[src/logic/nva_consts.svh]
`ifndef NVA_CONSTS_SVH
`define NVA_CONSTS_SVH

// io register offsets
`define NVA_OFS_ADDR_HIGH   6'h1F
`define NVA_OFS_ADDR_LOW    6'h1E
`define NVA_OFS_DATA        6'h1D
`define NVA_OFS_CTRL        6'h1C

// control register fields
`define NVA_CTRL_ARM_BIT    2
`define NVA_CTRL_STROBE_BIT 1
`define NVA_CTRL_READ_BIT   0

// array geometry
`define NVA_DEPTH           512
`define NVA_ADDR_W          9

// timing
`define NVA_CLK_PERIOD_PS   5000
`define NVA_READ_STALL      3'h4
`define NVA_WRITE_STALL     3'h2
`define NVA_ARM_WINDOW      3'h4
`define NVA_OSC_PERIOD_PS   1000000
`define NVA_WRITE_OSC_CYC   8448
// divide first: the product in picoseconds would overflow a 32-bit int
`define NVA_CLK_PER_OSC     (`NVA_OSC_PERIOD_PS / `NVA_CLK_PERIOD_PS)
`define NVA_WRITE_CYCLES    (`NVA_WRITE_OSC_CYC * `NVA_CLK_PER_OSC)
`define NVA_BUSY_W          21

`endif

[src/logic/nva_pkg.sv]
package nva_pkg;
  typedef logic [8:0] nva_addr_t;
  typedef logic [7:0] nva_byte_t;
endpackage

[src/logic/nva_store.sv]
`timescale 1ns/1ps
`include "nva_consts.svh"

// byte array held in flip-flops; contents survive the port reset
module nva_store (
  input  wire logic              clk,
  input  wire logic              we,
  input  wire nva_pkg::nva_addr_t addr,
  input  wire nva_pkg::nva_byte_t wdata,
  output nva_pkg::nva_byte_t      rdata
);
  nva_pkg::nva_byte_t cells [`NVA_DEPTH];

  always_ff @(posedge clk) begin
    if (we) begin
      cells[addr] <= wdata;
    end
  end

  assign rdata = cells[addr];
endmodule

[src/logic/nva_port.sv]
`timescale 1ns/1ps
`include "nva_consts.svh"

// What this block does
// - a separate 512-byte store, every byte readable and writable on its own
// - bytes addressed 0..511 by a 9-bit field split over two bytes
// - bits 15..9 of the high address byte always read zero
// - address undefined after reset; software writes it before any access
// - a read stalls the processor four clock cycles
// - a write stalls the processor two clock cycles
// - a write stores the data register byte at the selected address
// - a read loads the data register from the selected address
// - writes self-timed; the strobe bit shows when the next byte may go
// - address, data and control registers sit in the io space
// - writes start only after the arming sequence
// - arm bit self-clears after four cycles; strobe only acts while armed
// - strobe bit clears when the 8448-oscillator-cycle write time ends
// - read strobe completes at once; data register valid immediately
// - during a write, reads are ignored and the address cannot change
module nva_port #(
  parameter int WRITE_CYCLES = `NVA_WRITE_CYCLES
) (
  input  wire logic              clk,
  input  wire logic              rst_b,
  input  wire logic [5:0]        io_addr,
  input  wire logic              io_we,
  input  wire logic              io_re,
  input  wire nva_pkg::nva_byte_t io_wdata,
  output nva_pkg::nva_byte_t      io_rdata,
  output logic                    cpu_stall
);
  nva_pkg::nva_addr_t     nv_address_field;
  nva_pkg::nva_byte_t     nv_data;
  nva_pkg::nva_byte_t     mem_rdata;
  logic                   write_arm_bit;
  logic                   write_strobe_bit;
  logic [2:0]             arm_cnt;
  logic [2:0]             stall_cnt;
  logic [`NVA_BUSY_W-1:0] busy_cnt;
  logic                   ctrl_wr;
  logic                   arm_set;
  logic                   write_go;
  logic                   read_go;
  nva_pkg::nva_byte_t     next_rdata;

  // the cpu is halted while stalled, so nothing it presents then is taken
  function automatic logic io_hit(input logic en, input logic [5:0] a, input logic [5:0] ofs);
    io_hit = en && !cpu_stall && (a == ofs);
  endfunction

  assign ctrl_wr  = io_hit(io_we, io_addr, `NVA_OFS_CTRL);
  assign arm_set  = ctrl_wr && io_wdata[`NVA_CTRL_ARM_BIT];
  // strobe only acts on an arm bit already standing; arm and strobe in one write while unarmed is refused
  assign write_go = ctrl_wr && io_wdata[`NVA_CTRL_STROBE_BIT] && write_arm_bit && !write_strobe_bit;
  assign read_go  = ctrl_wr && io_wdata[`NVA_CTRL_READ_BIT] && !write_strobe_bit;

  nva_store u_store (
    .clk   (clk),
    .we    (write_go),
    .addr  (nv_address_field),
    .wdata (nv_data),
    .rdata (mem_rdata)
  );

  // address left unreset on purpose: its value after reset is undefined
  always_ff @(posedge clk) begin
    if (!write_strobe_bit) begin
      if (io_hit(io_we, io_addr, `NVA_OFS_ADDR_HIGH)) begin
        nv_address_field[8] <= io_wdata[0];
      end
      if (io_hit(io_we, io_addr, `NVA_OFS_ADDR_LOW)) begin
        nv_address_field[7:0] <= io_wdata;
      end
    end
  end

  always_ff @(posedge clk) begin
    if (read_go) begin
      nv_data <= mem_rdata;
    end else if (io_hit(io_we, io_addr, `NVA_OFS_DATA)) begin
      nv_data <= io_wdata;
    end
  end

  always_ff @(posedge clk) begin
    if (!rst_b) begin
      arm_cnt <= 3'h0;
    end else if (arm_set) begin
      arm_cnt <= `NVA_ARM_WINDOW;
    end else if (arm_cnt != 3'h0) begin
      arm_cnt <= arm_cnt - 3'h1;
    end
  end

  always_ff @(posedge clk) begin
    if (!rst_b) begin
      write_arm_bit <= 1'b0;
    end else begin
      write_arm_bit <= arm_set || (arm_cnt > 3'h1);
    end
  end

  always_ff @(posedge clk) begin
    if (!rst_b) begin
      busy_cnt         <= '0;
      write_strobe_bit <= 1'b0;
    end else if (write_go) begin
      busy_cnt         <= `NVA_BUSY_W'(WRITE_CYCLES - 1);
      write_strobe_bit <= 1'b1;
    end else if (busy_cnt != '0) begin
      busy_cnt <= busy_cnt - `NVA_BUSY_W'(1);
    end else begin
      write_strobe_bit <= 1'b0;
    end
  end

  always_ff @(posedge clk) begin
    if (!rst_b) begin
      stall_cnt <= 3'h0;
    end else if (read_go) begin
      stall_cnt <= `NVA_READ_STALL - 3'h1;
    end else if (write_go) begin
      stall_cnt <= `NVA_WRITE_STALL - 3'h1;
    end else if (stall_cnt != 3'h0) begin
      stall_cnt <= stall_cnt - 3'h1;
    end
  end

  always_ff @(posedge clk) begin
    if (!rst_b) begin
      cpu_stall <= 1'b0;
    end else begin
      cpu_stall <= read_go || write_go || (stall_cnt != 3'h0);
    end
  end

  always_comb begin
    next_rdata = 8'h00;
    case (io_addr)
      `NVA_OFS_ADDR_HIGH: next_rdata = {7'h00, nv_address_field[8]};
      `NVA_OFS_ADDR_LOW:  next_rdata = nv_address_field[7:0];
      `NVA_OFS_DATA:      next_rdata = nv_data;
      `NVA_OFS_CTRL:      next_rdata = {5'h00, write_arm_bit, write_strobe_bit, 1'b0};
      default:            next_rdata = 8'h00;
    endcase
  end

  always_ff @(posedge clk) begin
    if (!rst_b) begin
      io_rdata <= 8'h00;
    end else if (io_re && !cpu_stall) begin
      io_rdata <= next_rdata;
    end
  end

  logic hi_read_q;
  always_ff @(posedge clk) begin
    if (!rst_b) begin
      hi_read_q <= 1'b0;
    end else begin
      hi_read_q <= io_re && !cpu_stall && (io_addr == `NVA_OFS_ADDR_HIGH);
    end
  end

  // control reads: the read strobe is a command, not state, so it never reads back
  logic ctrl_read_q;
  always_ff @(posedge clk) begin
    if (!rst_b) begin
      ctrl_read_q <= 1'b0;
    end else begin
      ctrl_read_q <= io_re && !cpu_stall && (io_addr == `NVA_OFS_CTRL);
    end
  end

  // independent age of the busy window, so the strobe length is not judged by busy_cnt alone
  logic [`NVA_BUSY_W-1:0] strobe_age;
  always_ff @(posedge clk) begin
    if (!rst_b) begin
      strobe_age <= '0;
    end else if (write_strobe_bit) begin
      strobe_age <= strobe_age + `NVA_BUSY_W'(1);
    end else begin
      strobe_age <= '0;
    end
  end
endmodule

[config.mk]
export PLATFORM = sky130hd
export DESIGN_NAME = nva_port
export DESIGN_NICKNAME = d
export VERILOG_FILES = /design/src/logic/nva_pkg.sv /design/src/logic/nva_store.sv /design/src/logic/nva_port.sv
export VERILOG_INCLUDE_DIRS = /design/src /design/src/logic
export SDC_FILE = /design/constraint.sdc
export NUM_CORES = 2
export LEC_CHECK = 0
export BUFFER_PORTS_ARGS = -buffer_cell sky130_fd_sc_hd__buf_2
export CORE_MARGIN = 4
export CORE_UTILIZATION = 45
export CTS_BUF_LIST = sky130_fd_sc_hd__clkbuf_8
export CTS_CLUSTER_DIAMETER = 120
export CTS_CLUSTER_SIZE = 8
export DETAILED_ROUTE_END_ITERATION = 8
export PLACE_DENSITY_LB_ADDON = 0.15
export REMOVE_ABC_BUFFERS = 1
export SETUP_SLACK_MARGIN = 0.02
export SLEW_MARGIN = 20
export SYNTH_ARGS = -nofsm -noshare
export SYNTH_HDL_FRONTEND = slang
export SYNTH_SLANG_ARGS = --single-unit
export TNS_END_PERCENT = 30
[constraint.sdc]
create_clock -name clk -period 9.4 [get_ports clk]
set_input_delay 0.94 -clock clk [delete_from_list [all_inputs] [get_ports clk]]
set_output_delay 0.94 -clock clk [all_outputs]
set_load 0.05 [all_outputs]
==> run summary <==
## Yosys
* 21.31 um2 — Avg Cell Area, Syn
* edfxtp_1 — Most used DFF post-synth
* 161100 um2 — total standard cell area after synthesis
* 77.12% — sequential area share after synthesis
* 0% — proportion of register bits with asynchronous set or reset after synthesis
* 4151 — number of flip-flops and latches in the synthesized netlist
* 0 — number of synthesis warnings
* 4113 — number of flops mapped to enable cells by yosys
* 75 — library cells used by synthesis
* 7561 — synthesized instance count

## Clocking
* 0.07 ns — clock input transition at the sequential cells of the worst setup and hold paths
* 589 — CTS buffer count
* 4151 — clock net sink count
* 1.22 ns — later-pin clock latency in the skew report
* 4 — CTS max path bufs
* done — TritonCTS clock tree
* 4 — number of hold buffers added after cts
* clkbuf_8 — root cell of the clock tree
* 6 — depth of the CTS H-tree
* 0 — setup bufs post-CTS
* 0 — post-cts resize count

## Layout
* 12790 — final cell count without fillers
* 9.362% — synthesis-to-layout area growth
* 7954 — Final Net Count
* 25.19% — fraction of layout cells with a size suffix above 1

## Global route
* 190 — maximum number of pins on one net before global-route repair
* 26.40% — total routing usage reported by global routing
* 82650 — number of global-route vias before repair
* 0 — Overflow after GRT
* 32 — initial antenna violation count
* 676.9 mm — global-route wire length before repair

## Timing
* false — RSZ-0062 raised after global routing
* 1.321 ns — Worst Tran Pin Value
* 0.1222 ns — WHS
* 174.3 MHz — Max Clock Freq
* 61.04% — final clock period utilization by the worst path
* 0 ns — Total Negative Setup Slacks
* 0 — final max-slew violation count
* 0 — final-report hold violation count
* 0.08509 ns — setup skew after layout
* 0 — number of failing setup endpoints in the final timing report
* 5.738 ns — fin crit period
* 11.58% — Slew headroom

## Detailed routing
* 11600 — first-iteration detailed-routing DRC count
* 0 — detailed-route DRC error count
* 8 — first-pass detailed-route iteration total
* 38.29 um — Routed WL per cell
* 489.6 mm — wire length after detailed routing
* 82210 — routed via count
* 6.430 — vias per cell
* 0 — antenna violation net count after detailed routing

## Worst setup path
* 6.68 ns — arrival time of the worst setup path
* flip-flop — Critical Path End Type
* flip-flop — critical path launch point type
* 10.34 ns — Worst Path Required
* 38 — CP Max Fanout
* flip-flop to flip-flop — critical path class

## Place
* 26 — quantity of I/O buffers inserted on ports
* 0.9345 — RD Place Congestion
* 12090 — placed insts
* 291.4 mm — HPWL after detailed placement

## Power and ir drop
* 26.05 mW — Pint
* 6.957 mW — total net switching power
* 37.5% — clock network fraction of total power
* 187.3 nW/um2 — pwr dens
* 53.71 nW — reported leakage power
* 1.4% — fraction of power consumed by combinational cells
* 21.07% — switching power as a share of total power
* 0.1388 mV — worst IR drop on VDD
* 61.1% — sequential group share of total power

## Floorplanning
* 356200 um2 — core outline area
* 45.24% — Initial Utilization
* 27 — boundary pin count
* 606.4 um — Die Ht
* 219 — site row count
* 367700 um2 — Total Die Area
* 606.4 um — die width

## Run
* 0 — count of maximum capacitance violations

## Worst hold path
* input port to flip-flop — worst min-delay path class

## Run status
* completed — run status

-- synth_stat cells, types with 50 or more instances --
cell,instances,area share (%)
clkbuf_1,225,0.52
mux4_2,1021,14
o21ai_0,51,0.16
a21oi_1,94,0.29
buf_4,50,0.23
nand3_1,70,0.22
edfxtp_1,4113,77
a22oi_1,91,0.42
nand2_1,250,0.58
nor2_1,597,1.4
buf_2,113,0.35
o22ai_1,58,0.23
mux2i_1,252,1.6
-- critical path, cell delays in order, from the launching register on --
cell and delay, ns:
edfxtp_1 1.13, buf_12 0.41, buf_4 0.66, mux4_1 0.64, mux2i_1 0.53, nor3_2 0.21
or4_1 0.53, nor4_1 0.48, buf_4 0.20, nand4_1 0.17, o32a_1 0.41
-- layer usage --
metal	vias to the layer above	global-route usage (%)	part of all wire [%]
met2	5000	39.22	45
met4	8	11.33	4.8
met1	44340	37.61	40
li1	31970	-	-
met3	896	6.318	10
met5	-	0	0.0080
-- flip-flops by register name, indices dropped and copies added (netlist names) --
register / count
arm_cnt: 3
busy_cnt: 21
cpu_stall: 1
io_rdata: 8
nv_address_field: 9
nv_data: 8
stall_cnt: 3
u_store.cells: 4096
write_arm_bit: 1
write_strobe_bit: 1
-- worst paths after layout --
check / from / to / slack [ns] / cells past startpoint
min: io_wdata[5] / nv_address_field[5] / 0.12 / 1
max reg2reg: nv_address_field[0] / nv_data[2] / 3.66 / 10
max: nv_address_field[0] / nv_data[2] / 3.66 / 10
min reg2reg: busy_cnt[20] / busy_cnt[20] / 0.46 / 2
-- through the flow --
stage          power [mW]  setup slack (ns)  area (um2)  utilization, %
6_report            33.01             3.662      176200           49.47
5_1_grt             34.09             3.430      176200           49.47
4_1_cts             33.23             3.564      176200           49.45
3_5_place_dp        21.00             3.609      167200           46.94
3_3_place_gp        20.98             3.595      167100           46.91
2_1_floorplan       20.97            -45.62      158700               -
-- cell usage in the layout, fill, tap and decap left out, types with 12 or more instances in the layout --
cell	n
nand3_1	66
a221oi_1	29
a22o_1	20
buf_2	26
nor2b_1	23
mux4_2	1021
clkbuf_8	601
nand4_1	32
a22oi_1	91
mux2_2	30
nand2b_1	16
a31oi_1	21
inv_8	14
dfxtp_1	38
nor2_1	576
nor2_2	17
a32oi_1	38
inv_1	46
buf_4	177
edfxtp_1	4113
o22ai_1	58
a21oi_1	93
inv_6	16
nand2_1	235
mux2i_1	247
a211oi_1	12
clkinvlp_4	12
o21ai_0	47
buf_12	34
nor4_1	18
nor3_1	33
-- power by group through the flow --
stage               logic (mW)  clock network, mW  registers [mW]
CTS                      0.461               12.6            20.2
finish                   0.461               12.4            20.2
global placement         0.443                  0            20.5
global route             0.504               13.4            20.1
detailed placement       0.456                  0            20.5
floorplan                0.391                  0            20.6
-- cells by family after synthesis --
group                    Yosys count  share of synthesized area [%]
flip-flops                      4151                          77.12
multiplexers                    1309                          16.14
AND/OR/NAND/NOR                 1111                          2.958
AO/OA/AOI/OAI                    484                          2.103
buffers and inverters            481                          1.530
XOR/XNOR                          19                         0.1033
adder cells (fa/ha/maj)            6                        0.04659
-- final cells by class --
class                   instances  area, um2
well taps                    4751       5944
clock buffers                 601       8272
repair buffers                244       2233
clock inverters                84      618.1
multi-input cells            2929      34800
fillers                     28510     180000
flip-flops and latches       4151     124300
diodes                         11      27.53
inverters                      15      63.81
(Power assumes the default switching activity.)
